==> src/logic/hbfr_pkg.sv <==
`default_nettype none
package hbfr_pkg;

  // ==========================================================================
  // Register map and reset values
  // ==========================================================================
  localparam logic [7:0] CFG_ADDR     = 8'hb2;
  localparam logic [7:0] STATUS_ADDR  = 8'hd2;
  localparam logic [7:0] CFG_RESET    = 8'h00;
  localparam logic [3:0] STATUS_RESET = 4'h0;
  localparam logic [7:0] UNMAPPED_RD  = 8'h00;

  // ==========================================================================
  // Field layout
  // ==========================================================================
  localparam int FAULT_COUNT = 4;   // Output OV, output UV, input OV, input UV
  localparam int FIELD_W     = 2;   // Field of fault i sits at bits 2i+1:2i
  localparam int STATUS_LSB  = 4;   // Status bit of fault i is bit 4+i
  localparam int FAULT_OV_OUT = 0;
  localparam int FAULT_UV_OUT = 1;
  localparam int FAULT_OV_IN  = 2;
  localparam int FAULT_UV_IN  = 3;

  // Response codes
  localparam logic [1:0] CODE_FLAG     = 2'h0;
  localparam logic [1:0] CODE_HICCUP   = 2'h1;
  localparam logic [1:0] CODE_LATCH    = 2'h2;
  localparam logic [1:0] CODE_FLAG_ALT = 2'h3;

  // ==========================================================================
  // Timing
  // ==========================================================================
  localparam int HICCUP_TIME_MS = 500;
  localparam int CLOCK_KHZ      = 125000;
  localparam int HICCUP_CYCLES  = HICCUP_TIME_MS * CLOCK_KHZ;
  localparam int HICCUP_CNT_W   = 26;

  // ==========================================================================
  // Types
  // ==========================================================================
  typedef enum logic [1:0] {RESP_FLAG, RESP_HICCUP, RESP_LATCH} hbfr_resp_type;

  typedef enum logic [1:0] {RSP_RUN, RSP_WAIT, RSP_LATCHED} hbfr_rsp_state_type;

  typedef struct packed {
    logic       wr_en;
    logic [7:0] addr;
    logic [7:0] wr_data;
  } hbfr_reg_req_type;

  // Bit 0 is output OV, matching the field order
  typedef struct packed {
    logic uv_in;
    logic ov_in;
    logic uv_out;
    logic ov_out;
  } hbfr_fault_type;

  // Codes 00 and 11 both mean flag only
  function automatic hbfr_resp_type hbfr_decode(input logic [1:0] code);
    case (code)
      CODE_HICCUP: return RESP_HICCUP;
      CODE_LATCH:  return RESP_LATCH;
      default:     return RESP_FLAG;
    endcase
  endfunction : hbfr_decode

  function automatic logic [1:0] hbfr_field(input logic [7:0] cfg, input int idx);
    return cfg[idx*FIELD_W +: FIELD_W];
  endfunction : hbfr_field

endpackage : hbfr_pkg
`default_nettype wire

==> src/logic/hbfr_ctrl.sv <==
// Operation
// - One byte config register, read/write, resets zero
// - Four 2-bit fields: OV out, UV out, OV in, UV in
// - Override bit picks fields, else mode pin code
// - Output overvoltage sets status bit 4, flag low
// - Output undervoltage sets status bit 5, flag low
// - Hiccup stops switching, resumes 500ms after clear
// - Latch-off holds stop until either enable pin toggles
// - Input overvoltage sets status bit 6, flag low
// - Input undervoltage sets status bit 7, flag low
`timescale 1ns/1ps
`default_nettype none
module hbfr_ctrl #(
  parameter int                      HICCUP_CNT_W  = hbfr_pkg::HICCUP_CNT_W,
  parameter logic [HICCUP_CNT_W-1:0] HICCUP_CYCLES = HICCUP_CNT_W'(hbfr_pkg::HICCUP_CYCLES)
) (
  input  wire logic                       clock,
  input  wire logic                       reset_n,
  input  wire hbfr_pkg::hbfr_reg_req_type reg_req,
  output logic [7:0]                      reg_rd_data,
  input  wire logic                       individual_response_en,
  input  wire logic [1:0]                 mode_pin_code,
  input  wire hbfr_pkg::hbfr_fault_type   faults,
  input  wire logic                       pwm_en_pin,
  input  wire logic                       en_pin,
  output logic                            pwm_switch_allow,
  output logic                            fault_status_out_n
);

  // ==========================================================================
  // State
  // ==========================================================================
  typedef struct packed {
    logic [7:0] cfg;
    logic [3:0] status;
    logic [7:0] rd_data;
    logic [1:0] mode_s1;
    logic [1:0] mode_s2;
    logic       pwm_s1;
    logic       pwm_s2;
    logic       pwm_d;
    logic       en_s1;
    logic       en_s2;
    logic       en_d;
    logic       allow;
    logic       flag_n;
  } hbfr_ctrl_state_type;

  localparam hbfr_ctrl_state_type ST_RESET = '{
    cfg:     hbfr_pkg::CFG_RESET,
    status:  hbfr_pkg::STATUS_RESET,
    rd_data: hbfr_pkg::UNMAPPED_RD,
    allow:   1'b1,
    flag_n:  1'b1,
    default: '0
  };

  hbfr_ctrl_state_type st_reg;
  hbfr_ctrl_state_type st_next;

  logic [3:0]      fault_vec;
  logic [3:0][1:0] eff_code;
  logic [3:0]      stop;
  logic [3:0]      status_clr;
  logic            restart;
  logic            cfg_wr;
  logic            status_wr;

  // Comparator results already live on this clock
  assign fault_vec = faults;

  // ==========================================================================
  // Decode and pin events
  // ==========================================================================
  assign cfg_wr    = reg_req.wr_en && (reg_req.addr == hbfr_pkg::CFG_ADDR);
  assign status_wr = reg_req.wr_en && (reg_req.addr == hbfr_pkg::STATUS_ADDR);
  // Write one to clear; a fault in the same cycle still sets
  assign status_clr = status_wr ? reg_req.wr_data[hbfr_pkg::STATUS_LSB +: 4] : 4'h0;
  // Any change of either enable pin releases a latch-off
  assign restart = (st_reg.pwm_s2 ^ st_reg.pwm_d) | (st_reg.en_s2 ^ st_reg.en_d);

  // Pick per-fault field or the pin-wide setting
  always_comb begin
    for (int i = 0; i < hbfr_pkg::FAULT_COUNT; i++) begin
      if (individual_response_en) begin
        eff_code[i] = hbfr_pkg::hbfr_field(st_reg.cfg, i);
      end else begin
        eff_code[i] = st_reg.mode_s2;
      end
    end
  end

  // ==========================================================================
  // Per-fault responders
  // ==========================================================================
  // Flag-only codes decode to RESP_FLAG and never stop switching
  for (genvar g = 0; g < hbfr_pkg::FAULT_COUNT; g++) begin : g_rsp
    hbfr_responder #(
      .CNT_W       (HICCUP_CNT_W),
      .HOLD_CYCLES (HICCUP_CYCLES)
    ) u_rsp (
      .clock   (clock),
      .reset_n (reset_n),
      .fault   (fault_vec[g]),
      .resp    (hbfr_pkg::hbfr_decode(eff_code[g])),
      .restart (restart),
      .stop    (stop[g])
    );
  end

  // ==========================================================================
  // Next state
  // ==========================================================================
  always_comb begin
    st_next = st_reg;
    // Two-flop synchronisers; the first stage feeds only the second
    st_next.mode_s1 = mode_pin_code;
    st_next.mode_s2 = st_reg.mode_s1;
    st_next.pwm_s1  = pwm_en_pin;
    st_next.pwm_s2  = st_reg.pwm_s1;
    st_next.pwm_d   = st_reg.pwm_s2;
    st_next.en_s1   = en_pin;
    st_next.en_s2   = st_reg.en_s1;
    st_next.en_d    = st_reg.en_s2;
    // Every bit writable
    if (cfg_wr) begin
      st_next.cfg = reg_req.wr_data;
    end
    // Sticky status, set wins over clear, under every code
    st_next.status = (st_reg.status & ~status_clr) | fault_vec;
    st_next.flag_n = ~|st_next.status;
    st_next.allow  = ~|stop;
    // Read answer one cycle after the address
    unique case (reg_req.addr)
      hbfr_pkg::CFG_ADDR:    st_next.rd_data = st_reg.cfg;
      hbfr_pkg::STATUS_ADDR: st_next.rd_data = {st_reg.status, 4'h0};
      default:               st_next.rd_data = hbfr_pkg::UNMAPPED_RD;
    endcase
  end

  // Register the whole state
  always_ff @(posedge clock) begin
    if (!reset_n) begin
      st_reg <= ST_RESET;
    end else begin
      st_reg <= st_next;
    end
  end

  assign reg_rd_data        = st_reg.rd_data;
  assign pwm_switch_allow   = st_reg.allow;
  assign fault_status_out_n = st_reg.flag_n;
endmodule : hbfr_ctrl
`default_nettype wire

==> src/logic/hbfr_responder.sv <==
`timescale 1ns/1ps
`default_nettype none
module hbfr_responder #(
  parameter int                 CNT_W       = hbfr_pkg::HICCUP_CNT_W,
  parameter logic [CNT_W-1:0]   HOLD_CYCLES = CNT_W'(hbfr_pkg::HICCUP_CYCLES)
) (
  input  wire logic                    clock,
  input  wire logic                    reset_n,
  input  wire logic                    fault,
  input  wire hbfr_pkg::hbfr_resp_type resp,
  input  wire logic                    restart,
  output logic                         stop
);

  // ==========================================================================
  // State
  // ==========================================================================
  typedef struct packed {
    hbfr_pkg::hbfr_rsp_state_type state;
    logic [CNT_W-1:0]             count;
    logic                         stop;
  } hbfr_rsp_type;

  localparam logic [CNT_W-1:0] LAST = HOLD_CYCLES - CNT_W'(1);
  localparam hbfr_rsp_type RSP_RESET = '{state: hbfr_pkg::RSP_RUN, default: '0};

  hbfr_rsp_type st_reg;
  hbfr_rsp_type st_next;

  // ==========================================================================
  // Response sequencing
  // ==========================================================================
  // Flag-only faults never leave RUN; status is handled above
  always_comb begin
    st_next = st_reg;
    unique case (st_reg.state)
      hbfr_pkg::RSP_RUN: begin
        if (fault && resp == hbfr_pkg::RESP_HICCUP) begin
          st_next.state = hbfr_pkg::RSP_WAIT;
          st_next.count = '0;
        end else if (fault && resp == hbfr_pkg::RESP_LATCH) begin
          st_next.state = hbfr_pkg::RSP_LATCHED;
        end
      end
      hbfr_pkg::RSP_WAIT: begin
        if (fault && resp == hbfr_pkg::RESP_LATCH) begin
          st_next.state = hbfr_pkg::RSP_LATCHED;
          st_next.count = '0; // Fresh count, as for any refault
        end else if (fault) begin
          st_next.count = '0;
        end else if (st_reg.count >= LAST) begin
          st_next.state = hbfr_pkg::RSP_RUN;
        end else begin
          st_next.count = st_reg.count + CNT_W'(1);
        end
      end
      hbfr_pkg::RSP_LATCHED: begin
        if (restart) begin
          st_next.state = hbfr_pkg::RSP_RUN;
        end
      end
    endcase
    st_next.stop = (st_next.state != hbfr_pkg::RSP_RUN);
  end

  // Register the whole state
  always_ff @(posedge clock) begin
    if (!reset_n) begin
      st_reg <= RSP_RESET;
    end else begin
      st_reg <= st_next;
    end
  end

  assign stop = st_reg.stop;
endmodule : hbfr_responder
`default_nettype wire

==> config.mk <==
export PLATFORM = sky130hd
export DESIGN_NAME = hbfr_ctrl
export DESIGN_NICKNAME = d
export VERILOG_FILES = /design/src/logic/hbfr_pkg.sv /design/src/logic/hbfr_ctrl.sv /design/src/logic/hbfr_responder.sv
export SDC_FILE = /design/constraint.sdc
export NUM_CORES = 1
export LEC_CHECK = 0
export BUFFER_PORTS_ARGS = -buffer_cell sky130_fd_sc_hd__buf_2
export CORE_ASPECT_RATIO = 0.9
export CORE_UTILIZATION = 50
export CTS_CLUSTER_DIAMETER = 40
export CTS_CLUSTER_SIZE = 14
export DETAILED_ROUTE_END_ITERATION = 12
export PLACE_DENSITY = 0.67
export SLEW_MARGIN = 10
export SYNTH_ARGS = -nofsm -noshare
export SYNTH_HDL_FRONTEND = slang
export SYNTH_SLANG_ARGS = --single-unit
==> constraint.sdc <==
create_clock -name clock -period 2.99 [get_ports clock]
set_input_delay 0.598 -clock clock [delete_from_list [all_inputs] [get_ports clock]]
set_output_delay 0.598 -clock clock [all_outputs]
set_load 0.05 [all_outputs]
==> summary.md <==
| Metric | Value |
|---|---|
| Min cycle time layout | 2.467 ns |
| Crit Path Class | flip-flop to flip-flop |
| CP max-delay cell | or4_1 |
| Main synth FF type | dfxtp_1 |
| R2R Setup Slk | 0.52 ns |
| Share of cells above drive strength 1 | 11.11% |
| Post-synth top cells | dfxtp_1 (148), nand2_1 (89), a21oi_1 (77) |
| Worst hold slack | 0.3712 ns |
| Max frequency | 0.4054 GHz |
| Clk sinks | 148 |
| Post-place setup slack | 0.3024 ns |
| Unrepaired setup endpoints after global routing | no |
| Initial antenna violation count | 0 |
| Syn_area_per_cell | 8.264 sq um |
| Worst-path maximum fanout | 16 |
| PD cells | 512.6 nW/um^2 |
| Post-DP HPWL | 12,320 um |
| Vias per cell | 6.009 |
| Worst setup EP type | flip-flop |
| Initial Utilization | 51.84% |
| Top-count cell post-synth | dfxtp_1 |
| Area delta synth->final | 12.59% |
| Synth cell types | 75 |
| Startpoint Class | flip-flop |
| DR DRC count | 0 |
| Final Max Slew Viols | 0 |
| Nets@finish | 1,003 |
| Max IR drop VDD | 0.0004950 V |
| Core Region | 14,870 sq um |
| Congestion Overflow GR | 0 |
| Final hold violation count | 0 |
| Vias after detailed routing | 7,031 |
| DRT Pass-1 Iters | 5 |
| Synth Register Bits | 148 |
| Routed length per instance | 15.28 um |
| Status | complete, no violations |
| Leak | 2.944 nW |
| Worst Tran Pin Value | 1.123 ns |
| Cts hold-fix bufs | 0 |
| Mapped Cells | 933 |
| DRT Wirelength | 17,880 um |
| CTS tree | done |
| Hold WC Path Type | input pin to flip-flop |
| Worst Skew | 0.007462 ns |
| Tot GR Track Use | 23.53% |
| Netlist Area Pre-Place | 7710 sq um |
| Wire length of the first global-routing pass | 30,530 um |
| Setup bufs post-CTS | 0 |
| Fin crit share | 82.50% |
| Gpl congestion | 0.8148 |
| Critical-path cell list | nor4_1 -> o21ai_0 -> a31oi_1 -> o211ai_2 -> or4_1 -> a21oi_1 |
| Die Wd | 132.9 um |
| Finished Cell Area | 8681 sq um |
| Final worst slack | 0.5232 ns |
| Vert. Die Dim | 119.8 um |
| Placement Cell Area | 8050 sq um |
| Max Root-Sink Buffers | 2 |
| FFs w/ async S/R, synth | 0% |
| Initial DRC count | 494 |
| Final setup violation count | 0 |
| Final ANT Viol Nets | 0 |
| Die area | 15,920 sq um |
| Post-synth top area share | 38.43% |
| Total of max-cap violations | 0 |
| Vias in the first global route | 6,394 |
| IO buf count | 37 |
| CTS root buf | clkbuf_16 |
| Relative slew slack | 24.55% |
| Area contributors post-synth | dfxtp_1 (38%), a21oi_1 (5.0%), nand2_1 (4.3%) |
| Antenna Cells | 0 |
| Number of enable flip-flop cells after synthesis | 0 |
| Req. time, crit path | 3.35 ns |
| Inserted Clock Buffers | 17 |
| # IOs | 38 |
| Synth area leader | dfxtp_1 |
| Max FFs per register | 112 |
| TNS Setup | 0 ns |
| # rows | 42 |
| Largest stage delay on the critical path | 0.56 ns |
| Largest net degree at the start of global routing | 31 |
| Clk_lat worst skew | 0.43 ns |
| Critical path data arrival time | 2.83 ns |
| CTS resizes | 0 |
| Sequential share of the synthesized area | 38.43% |
| Syn_nets | 977 |
| Clock transition at the registers of the reported paths | 0.06 ns |
| Yosys Warn Count | 0 |
| Htree depth | 4 |
where the power goes:
part / total [mW] / switching, mW / leakage [nW] / internal [mW]
registers: 2.00 / 0.00877 / 1.20 / 1.99
logic: 0.162 / 0.106 / 1.45 / 0.0558
clock network: 2.29 / 0.884 / 0.301 / 1.41
per-stage QoR:
stage	power, mW	utilization [%]	cells
final	4.449	58.37	1170
after global routing	4.590	58.37	1170
after CTS	4.488	58.37	1170
after detailed placement	2.202	54.13	1138
after global placement	2.201	54.13	1138
after floorplan	2.139	-	933
layout make-up:
cell class	count	area, sq um
Fill cell	1367	6191
Sequential cell	148	2963
Tap cell	198	247.7
Timing Repair Buffer	55	320.3
Clock inverter	14	201.4
Inverter	28	105.1
Clock buffer	18	429.2
Multi-Input combinational cell	709	4414
per-layer routing:
layer	up-vias	share of wire (%)	GRT usage (%)
li1	3548	-	-
met1	3293	49	31.81
met2	169	45	37.17
met3	21	4.7	4.858
met4	0	1.3	8.118
met5	-	0	0
cell families (layout without fill, tap and decap cells):
family | count (synthesis) | count (layout) | synth area share, %
fa+ha+maj | 16 | 16 | 2.597
simple gates | 394 | 394 | 28.06
compound gates | 267 | 267 | 22.83
mux | 4 | 4 | 0.5193
flops | 148 | 148 | 38.43
xor+xnor | 28 | 28 | 3.181
buf+inv | 76 | 115 | 4.382
layout by cell type, fill, tap and decap left out, types with 5 or more instances in the layout:
cell type	n
nor3_1	11
a21oi_1	77
o21ai_0	56
o22a_1	5
buf_2	37
buf_4	18
nand2_1	89
and3b_1	7
o31ai_1	22
ha_1	16
a31oi_1	9
inv_1	27
xor2_1	14
o21a_1	10
xnor2_1	14
o211ai_1	15
nand2b_1	6
nor2_1	62
and3_1	13
dfxtp_1	148
and2_1	23
a2111oi_0	9
or4_1	30
nor4_1	12
nand4_1	16
clkbuf_16	17
o21ai_1	5
a211oi_1	5
nand3_1	54
and4_1	7
o2111ai_1	6
or3_1	37
critical path: cells and delay by family (launching register included):
| kind | cells | cell delay [ns] |
|---|---|---|
| AO/OA/AOI/OAI | 4 | 1.17 |
| flip-flops | 1 | 0.36 |
| AND/OR/NAND/NOR | 2 | 0.88 |
final timing paths:
path                                  from  cells after the start                   endpoint
setup / recovery  g_rsp[2].u_rsp.st_reg[6]                      6  g_rsp[2].u_rsp.st_reg[25]
hold / removal                  pwm_en_pin                      2                 st_next[6]
setup reg to reg  g_rsp[2].u_rsp.st_reg[6]                      6  g_rsp[2].u_rsp.st_reg[25]
hold reg to reg                 st_next[3]                      1                 st_next[2]
Note: power is estimated with default switching activity, not from simulation.
